$ cat src/design/irz_pkg.sv
// Package for the image reducer auto zoom block: register map, reset
// values, field positions and the zoom state encoding.
// Assumes a 16-bit register port on the image flow processor page.
`default_nettype none
package irz_pkg;
	localparam logic [8:0] ADDR_CUR_W = 9'h1AB;
	localparam logic [8:0] ADDR_CUR_H = 9'h1AC;
	localparam logic [8:0] ADDR_STEP = 9'h1AE;
	localparam logic [8:0] ADDR_CTRL = 9'h1AF;
	localparam logic [15:0] STEP_RST = 16'h0504;
	localparam logic [15:0] CTRL_RST = 16'h0010;
	// Writable control bits: 9, 8, 6, 5, 4, 3
	localparam logic [15:0] CTRL_WMASK = 16'h0378;
	localparam int STEP_X_LSB = 8;
	localparam int STEP_Y_LSB = 0;
	localparam int CTRL_OUT_BIT = 9;
	localparam int CTRL_IN_BIT = 8;
	localparam int CTRL_CLASSIC_BIT = 3;
	localparam int SIZE_W = 11;
	localparam logic [10:0] FULL_W_RST = 11'h500;
	localparam logic [10:0] FULL_H_RST = 11'h400;
	localparam logic [10:0] MIN_W_RST = 11'h028;
	localparam logic [10:0] MIN_H_RST = 11'h020;
	typedef enum logic [1:0] {
		IRZ_IDLE,
		IRZ_ZOOM_IN,
		IRZ_ZOOM_OUT
	} irz_state_t;
endpackage
`default_nettype wire

$ cat src/design/irz_axis.sv
// One axis of the zoom window: holds the current size and moves it by
// one step, clamped between a minimum and full resolution.
// Assumes step_en is a single-cycle pulse, at most one per frame.
`default_nettype none
module irz_axis #(
	parameter logic [10:0] FULL = irz_pkg::FULL_W_RST,
	parameter logic [10:0] MIN = irz_pkg::MIN_W_RST
) (
	input wire logic clk,
	input wire logic sys_rst,
	input wire logic step_en,
	input wire logic dir_out,
	input wire logic [7:0] step,
	output logic [10:0] size_ff,
	output logic at_full,
	output logic hit_limit
);
	initial begin
		if (MIN > FULL || MIN == 11'h000)
			$error("irz_axis: MIN must be nonzero and not above FULL");
	end

	////////////////////////////////////////////////////////////////////
	wire logic [11:0] grow = {1'b0, size_ff} + {4'h0, step};
	wire logic [11:0] floor_plus = {1'b0, MIN} + {4'h0, step};
	wire logic [10:0] up_val = (grow >= {1'b0, FULL}) ? FULL : grow[10:0];
	// Clamp before subtracting so the size never wraps below the minimum
	wire logic [10:0] dn_val = ({1'b0, size_ff} <= floor_plus) ? MIN :
		11'(size_ff - {3'h0, step});
	wire logic [10:0] nxt_size = dir_out ? up_val : dn_val;

	assign at_full = (size_ff == FULL);
	assign hit_limit = dir_out ? (nxt_size == FULL) : (nxt_size == MIN);

	always_ff @(posedge clk or posedge sys_rst) begin
		if (sys_rst)
			size_ff <= FULL;
		else if (step_en)
			size_ff <= nxt_size;
	end
endmodule
`default_nettype wire

$ cat src/design/irz_zoom.sv
// Automatic zoom control of the image reducer: step register, control
// register, current window size readback and classic interpolation.
// Assumes a pixel-clock register port and a one-cycle frame start pulse.
`default_nettype none
module irz_zoom #(
	parameter logic [10:0] FULL_W = irz_pkg::FULL_W_RST,
	parameter logic [10:0] FULL_H = irz_pkg::FULL_H_RST,
	parameter logic [10:0] MIN_W = irz_pkg::MIN_W_RST,
	parameter logic [10:0] MIN_H = irz_pkg::MIN_H_RST
) (
	input wire logic clk,
	input wire logic sys_rst,
	input wire logic frame_start,
	input wire logic [8:0] reg_addr,
	input wire logic reg_wr,
	input wire logic reg_rd,
	input wire logic [15:0] reg_wdata,
	output logic [15:0] reg_rdata_ff,
	output logic [10:0] zoom_width,
	output logic [10:0] zoom_height,
	output logic [2:0] interp_mode,
	output logic classic_interp,
	output logic zoom_busy
);
	initial begin
		if (FULL_W == 11'h000 || FULL_H == 11'h000)
			$error("irz_zoom: full resolution must be nonzero");
	end

	////////////////////////////////////////////////////////////////////
	// Register file
	logic [15:0] step_ff;
	logic [15:0] ctrl_ff;
	irz_pkg::irz_state_t state_ff;
	irz_pkg::irz_state_t nxt_state;
	logic [1:0] hit;
	logic [1:0] full;

	wire logic wr_step = reg_wr && (reg_addr == irz_pkg::ADDR_STEP);
	wire logic wr_ctrl = reg_wr && (reg_addr == irz_pkg::ADDR_CTRL);
	wire logic step_now = frame_start && (state_ff != irz_pkg::IRZ_IDLE);
	wire logic going_out = (state_ff == irz_pkg::IRZ_ZOOM_OUT);

	always_ff @(posedge clk or posedge sys_rst) begin
		if (sys_rst)
			step_ff <= irz_pkg::STEP_RST;
		else if (wr_step)
			step_ff <= reg_wdata;
	end

	always_ff @(posedge clk or posedge sys_rst) begin
		if (sys_rst)
			ctrl_ff <= irz_pkg::CTRL_RST;
		else if (wr_ctrl)
			ctrl_ff <= reg_wdata & irz_pkg::CTRL_WMASK;
	end

	////////////////////////////////////////////////////////////////////
	// Zoom sequencer; a software write overrides a same-cycle stop
	always_comb begin
		nxt_state = state_ff;
		if (wr_ctrl) begin
			if (reg_wdata[irz_pkg::CTRL_OUT_BIT])
				nxt_state = irz_pkg::IRZ_ZOOM_OUT;
			else if (reg_wdata[irz_pkg::CTRL_IN_BIT])
				nxt_state = irz_pkg::IRZ_ZOOM_IN;
			else
				nxt_state = irz_pkg::IRZ_IDLE;
		end else begin
			case (state_ff)
				irz_pkg::IRZ_ZOOM_IN, irz_pkg::IRZ_ZOOM_OUT: begin
					if (step_now && (hit != 2'h0))
						nxt_state = irz_pkg::IRZ_IDLE;
				end
				default: nxt_state = irz_pkg::IRZ_IDLE;
			endcase
		end
	end

	always_ff @(posedge clk or posedge sys_rst) begin
		if (sys_rst)
			state_ff <= irz_pkg::IRZ_IDLE;
		else
			state_ff <= nxt_state;
	end

	////////////////////////////////////////////////////////////////////
	// Window axes, X then Y
	// one step per frame
	irz_axis #(
		.FULL(FULL_W),
		.MIN(MIN_W)
	) u_axis_x (
		.clk(clk),
		.sys_rst(sys_rst),
		.step_en(step_now),
		.dir_out(going_out),
		.step(step_ff[irz_pkg::STEP_X_LSB +: 8]),
		.size_ff(zoom_width),
		.at_full(full[0]),
		.hit_limit(hit[0])
	);

	irz_axis #(
		.FULL(FULL_H),
		.MIN(MIN_H)
	) u_axis_y (
		.clk(clk),
		.sys_rst(sys_rst),
		.step_en(step_now),
		.dir_out(going_out),
		.step(step_ff[irz_pkg::STEP_Y_LSB +: 8]),
		.size_ff(zoom_height),
		.at_full(full[1]),
		.hit_limit(hit[1])
	);

	////////////////////////////////////////////////////////////////////
	// Outputs and readback
	// classic at full resolution
	assign classic_interp = ctrl_ff[irz_pkg::CTRL_CLASSIC_BIT] &&
		(full == 2'h3);
	assign interp_mode = ctrl_ff[6:4];
	assign zoom_busy = (state_ff != irz_pkg::IRZ_IDLE);

	// Start bits show the live sequencer, so they self-clear when done
	wire logic [15:0] ctrl_view = {ctrl_ff[15:10], going_out,
		(state_ff == irz_pkg::IRZ_ZOOM_IN), ctrl_ff[7:0]};
	logic [15:0] rd_mux;

	always_comb begin
		if (reg_addr == irz_pkg::ADDR_CUR_W)
			rd_mux = {5'h00, zoom_width};
		else if (reg_addr == irz_pkg::ADDR_CUR_H)
			rd_mux = {5'h00, zoom_height};
		else if (reg_addr == irz_pkg::ADDR_STEP)
			rd_mux = step_ff;
		else if (reg_addr == irz_pkg::ADDR_CTRL)
			rd_mux = ctrl_view;
		else
			rd_mux = 16'h0000;
	end

	always_ff @(posedge clk or posedge sys_rst) begin
		if (sys_rst)
			reg_rdata_ff <= 16'h0000;
		else if (reg_rd)
			reg_rdata_ff <= rd_mux;
	end
endmodule
`default_nettype wire

$ cat config.mk
export PLATFORM = sky130hd
export DESIGN_NAME = irz_zoom
export DESIGN_NICKNAME = d
export VERILOG_FILES = /design/src/design/irz_pkg.sv /design/src/design/irz_axis.sv /design/src/design/irz_zoom.sv
export SDC_FILE = /design/constraint.sdc
export NUM_CORES = 1
export LEC_CHECK = 0
export BUFFER_PORTS_ARGS = -buffer_cell sky130_fd_sc_hd__buf_4
export CORE_ASPECT_RATIO = 1.2
export CORE_MARGIN = 4
export CORE_UTILIZATION = 60
export CTS_CLUSTER_DIAMETER = 100
export DETAILED_ROUTE_END_ITERATION = 7
export MAX_ROUTING_LAYER = met4
export PLACE_DENSITY = 0.83
export SETUP_SLACK_MARGIN = 0.15
export SYNTH_ARGS = -nofsm -noshare
export SYNTH_HDL_FRONTEND = slang
export SYNTH_SLANG_ARGS = --single-unit
$ cat constraint.sdc
create_clock -name clk -period 5 [get_ports clk]
set_input_delay 0.5 -clock clk [delete_from_list [all_inputs] [get_ports clk]]
set_output_delay 0.5 -clock clk [all_outputs]
set_load 0.02 [all_outputs]
### Word-level counts from Yosys, hierarchy flattened

Cells that the tools add are included.

| word-level totals | value |
|---|---|
| register bits | 60 |
| output and inout bits | 43 |
| word-level logic and storage cells | 55 |

| operators by class | value |
|---|---|
| add/sub/neg operators | 6 |
| order comparisons | 4 |
| equality and inequality tests | 14 |
| mux-type cells | 17 |
| reductions and logical operators | 8 |

Operator list:

| operator | count |
|---|---|
| 11-bit two-way mux | 6 |
| 16-bit two-way mux | 3 |
| 11-bit equality test, second input constant | 4 |
| 9-bit equality test, second input constant | 4 |
| 11-bit by 8-bit adder with 12-bit output | 2 |
| 12-bit by 11-bit greater-or-equal comparator with 1-bit output, second input constant | 2 |
| 11-bit by 12-bit <= comparator with 1-bit output | 2 |
| 11-bit by 6-bit equality test with 1-bit output, second input constant | 2 |
| 11-bit by 8-bit subtractor with 11-bit output | 2 |
| 6-bit by 8-bit adder with 9-bit output, first input constant | 2 |
| 10-bit two-way mux | 1 |
| 2-bit two-way mux | 4 |
| 1-bit logical AND | 5 |
| 2-bit equality test, second input constant | 2 |
| 2-bit nonzero test | 2 |
| 1-bit two-way mux | 3 |
| 3-bit != test, second input constant | 1 |
| 2-bit by 1-bit equality test with 1-bit output, second input constant | 1 |
| 2-bit OR reduction | 1 |

### Logic depth before layout (Yosys ltp)

Gate-level depths: netlist (run 1).

| depth | value |
|---|---|
| depth after elaboration | 11 |
| depth in mapped cells | 13 |
| mapped depth without buffers | 12 |

### Hierarchy

A second synthesis (run 1) with hierarchy kept.

| unflattened totals | value |
|---|---|
| cells, all modules | 605 |
| area total of the unflattened synthesis | 5410.2 µm² |

Modules (own cells, without submodules):

| module | times used | cells an instance | area each (µm²) |
|---|---|---|---|
| irz_zoom | 1 | 180 | 1998.2 |
| irz_axis at u_axis_x | 1 | 221 | 1808.0 |
| irz_axis at u_axis_y | 1 | 204 | 1604.0 |

### Worst setup path after synthesis (run 1)

Ideal clock, no wire load.

| timing path | value |
|---|---|
| kind | reg-to-reg |
| start | register u_axis_y.size_ff[0] |
| end | register state_ff[0] |
| arrival time | 2847 ps |
| path slack | 2017 ps |
| stages on the path, launching flop included | 12 |
| path buffers | 0 |
| cell sequence | dfrtp_1 > inv_1 > ha_1 > inv_1 > fa_1 > a21o_4 > a221oi_4 > xnor2_1 > or4_1 > a2111oi_0 > and4_1 > o32ai_1 |

| on the way | value |
|---|---|
| word-level cells in the longest chain between the ends | 9 |
| elaborated cells between the ends (all ways) | 13 |
| classes of those cells | add/sub: 2; order compare: 2; eq/ne: 3; mux: 4; reduce/logical: 2 |

RTL lines:

| element | RTL line | text |
|---|---|---|
| from (decl) | irz_axis.sv:14 | `output logic [10:0] size_ff,` |
| from (signal assigned) | irz_axis.sv:39 | `size_ff <= nxt_size;` |
| 11-bit by 8-bit adder with 12-bit output | irz_axis.sv:24 | `wire logic [11:0] grow = {1'b0, size_ff} + {4'h0, step};` |
| 12-bit by 11-bit greater-or-equal comparator with 1-bit output | irz_axis.sv:26 | `wire logic [10:0] up_val = (grow >= {1'b0, FULL}) ? FULL : grow[10:0];` |
| 11-bit two-way mux | irz_axis.sv:26 |  |
| 11-bit two-way mux * | irz_axis.sv:30 | `wire logic [10:0] nxt_size = dir_out ? up_val : dn_val;` |
| 11-bit by 6-bit equality test with 1-bit output or 11-bit equality test (tied branches) | irz_axis.sv:33 | `assign hit_limit = dir_out ? (nxt_size == FULL) : (nxt_size == MIN);` |
| 1-bit two-way mux * | irz_axis.sv:33 |  |
| 2-bit nonzero test * | irz_zoom.sv:72 | `if (step_now && (hit != 2'h0))` |
| 1-bit logical AND * | irz_zoom.sv:72 |  |
| 3-bit != test (no source line) * | n/a |  |
| to (signal assigned) | irz_zoom.sv:82 | `state_ff <= irz_pkg::IRZ_IDLE;` |
| to (signal assigned) | irz_zoom.sv:84 | `state_ff <= nxt_state;` |
| to (decl) | irz_zoom.sv:34 | `irz_pkg::irz_state_t state_ff;` |

Mark *: on every way between the ends. The rest lies on a longest branch, timed or not.
A chain may end at the register's enable or synchronous reset.

### Final worst setup path (run 1)

| timing path | value |
|---|---|
| start | register u_axis_y.size_ff[0] |
| end | register state_ff[1] |

The elaborated chain is that of the path after synthesis.

==> flow_metrics.py, run 1 <==
metrics = {
    "place": {
        "dp_hpwl_um": 12300,
        "place_inst": 754,
        "gp_congestion": 0.954,
        "io_buffers": 72,
    },
    "die": {
        "rows": 36,
        "die_area_mm2": 0.0102,
        "fp.dieW_um": 92.7,
        "coreArea_mm2": 0.00824,
        "num_io_pins": 73,
        "fp.dieH_um": 110,
        "initial_core_util_pct": 62.7,
    },
    "route": {
        "num_vias": 5009,
        "routedWlPerCell_um": 21.0,
        "drtIter0Drc": 367,
        "drc_errors": 0,
        "ant_nets": 0,
        "first_pass_iters": 5,
        "via_per_inst": 6.51,
        "wirelength_um": 16200,
    },
    "synth": {
        "synth_cell_type_count": 80,
        "syn_area_mm2": 0.00517,
        "synth_top_area_share_pct": 25.7,
        "ys_async_sr_fraction_pct": 100,
        "ys_top_cells_by_count": "dfrtp_1, inv_1, ha_1",
        "yosysTopAreaCell": "dfrtp_1",
        "ys_ff_latch": 60,
        "ys.flop_type": "dfrtp_1",
        "netlist_instances": 597,
        "yosysMostFrequentCell": "dfrtp_1",
        "synthTopCellsByArea": "dfrtp_1, ha_1, mux2_2",
        "synth_nets": 676,
        "synth.avg_cell_area_um2": 8.66,
        "seq_area_frac_synth_pct": 29.2,
        "yosys_warnings": 0,
        "synth_edf_count": 0,
    },
    "cells_and_area": {
        "syn_to_final_growth_pct": 14.2,
        "seq_area_mm2": 0.00151,
        "final_layout_size_suffix_gt1_share_pct": 21.2,
        "nets": 730,
        "n_fill_cell": 676,
        "multi_input_area_mm2": 0.00330,
        "post-route-util_pct": 71.6,
        "n_antenna_cell": 0,
        "stdcell_count": 770,
    },
    "sta": {
        "final_max_slew_viol_count": 0,
        "max_slew.worst_pin.slew_ns": 0.967,
        "finClkSkew_ns": 0.00848,
        "fin_crit_sh_pct": 69.7,
        "max_slew_margin_pct": 35.3,
        "fin_crit_ns": 3.48,
        "setup-tns-final_ns": 0,
        "rsz0062_at_grt": "no",
        "setup_viol_count_final": 0,
        "max_freq_ghz": 0.287,
        "hold_viol": 0,
    },
    "global_route": {
        "grt_pass1_vias": 4942,
        "globalRoute.totalOverflow": 0,
        "grt_max_degree": 61,
        "grt_use_total_pct": 33.8,
        "grt_pass1_wl_um": 25600,
        "grt_antenna_before_repair": 0,
    },
    "worst_setup_path": {
        "end_kind": "register",
        "cp.arrival_ns": 3.70,
        "worstPathMaxFanout": 8,
        "critPathKind": "reg2reg",
        "critPathLaunchType": "register",
        "worstPathRequired_ns": 5.21,
    },
    "power_and_ir_drop": {
        "static-leakage-power_uw": 0.00274,
        "p_sw_uw": 341,
        "p_clk_share_pct": 36.5,
        "peakVddDrop_mv": 0.156,
        "power.density_mw_per_mm2": 192,
        "p_total_uw": 1130,
        "comb_power_share_pct": 18.1,
        "swShare_pct": 30.1,
        "seqPwrFrac_pct": 45.5,
        "intPower_uw": 791,
    },
    "clock_tree": {
        "cts_buffer_depth": 2,
        "numCtsBuffers": 9,
        "cts_setup_buffers": 0,
        "cts_resized": 0,
        "clk_pin_slew_worst_paths_ns": 0.07,
        "ctsHoldBuffers": 0,
        "cts_tree": "done",
        "cts-root-buf": "clkbuf_8",
        "clk_latency_ns": 0.35,
        "cts_sinks": 60,
        "htree_levels": 3,
    },
    "status": {
        "status": "finished, final reports clean",
    },
    "flow_run": {
        "cap_violations": 0,
    },
    "hold_path": {
        "hp-class": "in2async",
    },
}
-- cell families (layout without fill, tap and decap cells) --
logic type	Yosys count	count (layout)	synth area share (%)
flops	60	60	29.2
xor+xnor	16	16	2.71
fa+ha+maj	49	49	12.4
simple gates	170	170	16.9
compound gates	187	187	25.5
buf+inv	85	144	6.92
mux	30	30	6.32
-- final cells by class --
class | instances | share of cell area, %
clock buffers | 12 | 2.63
clock inverters | 4 | 0.424
inverters | 51 | 3.24
multi-input cells | 452 | 55.9
flip-flops and latches | 60 | 25.6
well taps | 114 | 2.42
repair buffers | 77 | 9.79
-- sequential cells by signal, indices dropped and copies added, names as in the netlist --
name / cells
reg_rdata_ff: 16
step_ff: 16
u_axis_x.size_ff: 11
u_axis_y.size_ff: 11
ctrl_ff: 4
state_ff: 2
-- worst max-delay path, stage by stage (launching register included) --
cell,delay (ns)
dfrtp_1,0.41
inv_1,0.10
ha_1,0.17
inv_1,0.05
fa_1,0.46
a21o_4,0.27
a221oi_1,0.47
a211oi_1,0.22
nand2_1,0.33
o221ai_1,0.20
a22oi_1,0.29
and4_1,0.28
o32ai_1,0.09
-- layer usage --
layer	GRT usage [%]	vias to the layer above	part of all wire [%]
li1	-	2290	-
met1	37.3	2406	37
met2	59.0	241	52
met3	4.38	72	5.7
met4	19.4	0	5.5
met5	-	-	0
-- worst paths after layout --
| path | startpoint | endpoint | slack, ns | depth (start not counted) |
|---|---|---|---|---|
| max reg2reg | u_axis_y.size_ff[0]$_DFFE_PP0P_ | state_ff[1]$_DFFE_PP0P_ | 1.52 | 12 |
| max in group asynchronous | sys_rst | step_ff[12]$_DFFE_PP0P_ | 4.09 | 3 |
| max | u_axis_y.size_ff[0]$_DFFE_PP0P_ | state_ff[1]$_DFFE_PP0P_ | 1.52 | 12 |
| min in group clk | reg_wdata[1] | step_ff[1]$_DFFE_PP0P_ | 0.37 | 2 |
| min reg2reg | reg_rdata_ff[10]$_DFFE_PP0P_ | reg_rdata_ff[10]$_DFFE_PP0P_ | 0.53 | 2 |
| min | sys_rst | u_axis_x.size_ff[4]$_DFFE_PP0P_ | 0.37 | 3 |
-- stage by stage --
stage	worst slack (ns)	hold WS [ns]	cell area, µm²
2_1_floorplan	2.02	0.496	5170
3_3_place_gp	1.77	0.512	5720
3_5_place_dp	1.65	0.522	5720
4_1_cts	1.63	0.369	5900
5_1_grt	1.38	0.373	5900
6_report	1.52	0.369	5900
-- layout by cell type (no fill, tap or decap), types with 13 or more instances in the layout --
cell / instances
a21oi_1: 41
a22oi_1: 14
buf_4: 77
dfrtp_1: 53
ha_1: 45
inv_1: 49
mux2_2: 21
nand2_1: 43
nor2_1: 42
nor3_1: 13
o21ai_0: 39
-- power groups by stage --
stage               sequential (µW)  combinational, µW  clock (µW)
floorplan                       528                125           0
global placement                522                197           0
detailed placement              523                201           0
CTS                             514                203         418
global route                    516                223         439
finish                          515                205         413
Power figures use the tool's default switching activity.
==> run 2: changes to the inputs <==
--- a/config.mk
+++ b/config.mk
@@ -8,11 +8,11 @@
 export BUFFER_PORTS_ARGS = -buffer_cell sky130_fd_sc_hd__buf_4
 export CORE_ASPECT_RATIO = 1.2
 export CORE_MARGIN = 4
-export CORE_UTILIZATION = 60
+export CORE_UTILIZATION = 53
 export CTS_CLUSTER_DIAMETER = 100
 export DETAILED_ROUTE_END_ITERATION = 7
 export MAX_ROUTING_LAYER = met4
-export PLACE_DENSITY = 0.83
+export PLACE_DENSITY = 0.78
 export SETUP_SLACK_MARGIN = 0.15
 export SYNTH_ARGS = -nofsm -noshare
 export SYNTH_HDL_FRONTEND = slang
==> constraint.sdc (replaced) <==
create_clock -name clk -period 2.9 [get_ports clk]
set_input_delay 0.29 -clock clk [delete_from_list [all_inputs] [get_ports clk]]
set_output_delay 0.29 -clock clk [all_outputs]
set_load 0.02 [all_outputs]
==> flow_metrics.py, run 2 (synthesis results as in run 1) <==
metrics = {
    "global_route": {
        "grt_antenna_before_repair": 0,
        "grt_pass1_wl_um": 30200,
        "grt_max_degree": 35,
        "grt_pass1_vias": 5848,
        "use_met1_pct": 37.3,
        "use_met2_pct": 62.3,
        "grt.busiest_layer": "met2",
        "globalRoute.totalOverflow": 0,
        "use_met3_pct": 4.36,
        "grt_use_total_pct": 34.7,
    },
    "hold_path": {
        "hp-class": "in2async",
    },
    "die": {
        "initial_core_util_pct": 54.3,
        "fp.dieH_um": 116,
        "coreArea_mm2": 0.00952,
        "die_area_mm2": 0.0114,
        "rows": 39,
        "num_io_pins": 73,
        "fp.dieW_um": 98.2,
    },
    "route": {
        "via_per_inst": 6.47,
        "routedWlPerCell_um": 22.6,
        "drc_errors": 0,
        "drtIter0Drc": 481,
        "num_vias": 6033,
        "ant_nets": 0,
        "first_pass_iters": 7,
        "wirelength_um": 21100,
    },
    "clock_tree": {
        "ctsHoldBuffers": 0,
        "cts_buffer_depth": 2,
        "cts_sinks": 60,
        "clk_latency_ns": 0.33,
        "clk_pin_slew_worst_paths_ns": 0.05,
        "cts_tree": "done",
        "htree_levels": 3,
        "numCtsBuffers": 9,
        "cts-root-buf": "clkbuf_16",
    },
    "cells_and_area": {
        "mostFrequentLayoutCell": "buf_4",
        "n_antenna_cell": 0,
        "design_area_mm2": 0.00792,
        "nets": 883,
        "syn_to_final_growth_pct": 53.3,
        "n_fill_cell": 563,
        "final_layout_size_suffix_gt1_share_pct": 48.0,
        "final_cell_mix": "buf_4, dfrtp_1, nand2_1",
        "largestRegisters": "reg_rdata_ff (16), step_ff (16)",
    },
    "worst_setup_path": {
        "r2r_end": "state_ff[0]$_DFFE_PP0P_",
        "worstPathMaxFanout": 3,
        "cp.arrival_ns": 3.24,
        "r2r_setup_slack_ns": -0.15,
        "critPathMaxStageDelay_ns": 0.58,
        "critPathKind": "reg2reg",
        "reg2regPathDepth": 11,
        "worst_path_dominant_cell_family": "compound AO/OA/AOI/OAI gates",
        "r2r-start": "step_ff[8]$_DFFE_PP1P_",
        "path_buf_inv": 1,
        "end_kind": "register",
        "worstPathRequired_ns": 3.09,
        "path_depth": 11,
        "slowest_stage": "dfstp_2",
        "critPathLaunchType": "register",
        "crit_chain": "ha_4 -> inv_2 -> fa_2 -> a21o_1 -> a21oi_1 -> xnor2_1 -> nand4_1 -> nor4_2 -> a41oi_1 -> o311ai_2 -> o32ai_2",
    },
    "place": {
        "dp_hpwl_um": 14000,
        "gp_congestion": 1.03,
        "placedInstanceArea_mm2": 0.00654,
        "io_buffers": 72,
    },
    "power_and_ir_drop": {
        "power.density_mw_per_mm2": 326,
        "static-leakage-power_uw": 0.00368,
        "peakVddDrop_mv": 0.341,
    },
    "sta": {
        "max_slew_margin_pct": 54.0,
        "max_freq_ghz": 0.328,
        "rsz0062_at_grt": "yes",
        "hold_viol": 0,
        "max_slew.worst_pin.slew_ns": 0.690,
        "fin_crit_ns": 3.05,
        "finClkSkew_ns": 0.00625,
        "fin_crit_sh_pct": 105,
        "setup_viol_count_final": 9,
        "setup_ws_ns": -0.152,
        "final_max_slew_viol_count": 0,
        "setup-tns-final_ns": -0.616,
    },
    "flow_run": {
        "cap_violations": 0,
    },
    "status": {
        "violations": "negative setup slack",
        "status": "finished with violations",
    },
}
-- run 2: cell types whose count changed in the layout (fill, tap and decap cells not counted), moves of 10 or more --
| cell | previous run | this run |
|---|---|---|
| buf_4 | 77 | 211 |
| buf_6 | 0 | 17 |
| clkbuf_8 | 11 | 1 |
| ha_1 | 45 | 34 |
| inv_1 | 49 | 38 |
| inv_2 | 1 | 12 |
| o21ai_0 | 39 | 26 |
-- run 2: through the flow --
step | utilization [%] | setup WS, ns | cells | hold slack [ns] | power [µW]
global route | 83.3 | -0.394 | 932 | 0.0770 | 2660
CTS | 77.7 | -0.0503 | 911 | 0.0446 | 2510
floorplan | - | 0.0588 | 597 | 0.441 | 1130
detailed placement | 68.7 | -0.214 | 868 | 0.390 | 1310
global placement | 68.7 | -0.173 | 868 | 0.380 | 1310
finish | 83.3 | -0.152 | 932 | 0.0396 | 2580
-- run 2: cell type report --
cell class	instances	area, µm²	share of cell area [%]
repair buffers	229	1800	22.7
clock buffers	12	246	3.11
inverters	51	191	2.42
clock inverters	4	73.8	0.932
multi-input cells	453	3950	49.8
flip-flops and latches	60	1520	19.1
well taps	123	154	1.94
-- run 2: worst min-delay path, stage by stage --
cell	delay (ns)
buf_4	0.11
inv_2	0.04
buf_4	0.33
-- run 2: timing repair --
item                                    CTS  global route
pin swaps                                36            52
endpoints found under the setup margin   17            22
buffers inserted                         26            21
gates resized for setup                  64            89
cloned                                    1             0
-- run 2: power breakdown --
group / internal [µW] / switching [µW]
clock: 776 / 392
combinational: 250 / 276
sequential: 862 / 23.0
-- run 2: layer usage --
metal,vias to the layer above,part of all wire (%)
met5,-,0
met4,0,7.4
met3,149,6.5
met2,386,51
met1,2895,35
li1,2603,-
-- run 2: how the worst max path moves through the flow --
stage,startpoint,endpoint,slack [ns]
5_1_grt,step_ff[8]$_DFFE_PP1P_,state_ff[0]$_DFFE_PP0P_,-0.39
2_1_floorplan,u_axis_y.size_ff[0]$_DFFE_PP0P_,state_ff[1]$_DFFE_PP0P_,0.06
4_1_cts,step_ff[8]$_DFFE_PP1P_,state_ff[0]$_DFFE_PP0P_,-0.05
6_report,step_ff[8]$_DFFE_PP1P_,state_ff[0]$_DFFE_PP0P_,-0.15
3_5_place_dp,u_axis_y.size_ff[0]$_DFFE_PP0P_,state_ff[0]$_DFFE_PP0P_,-0.21
3_3_place_gp,step_ff[8]$_DFFE_PP1P_,u_axis_x.size_ff[9]$_DFFE_PP0P_,-0.17
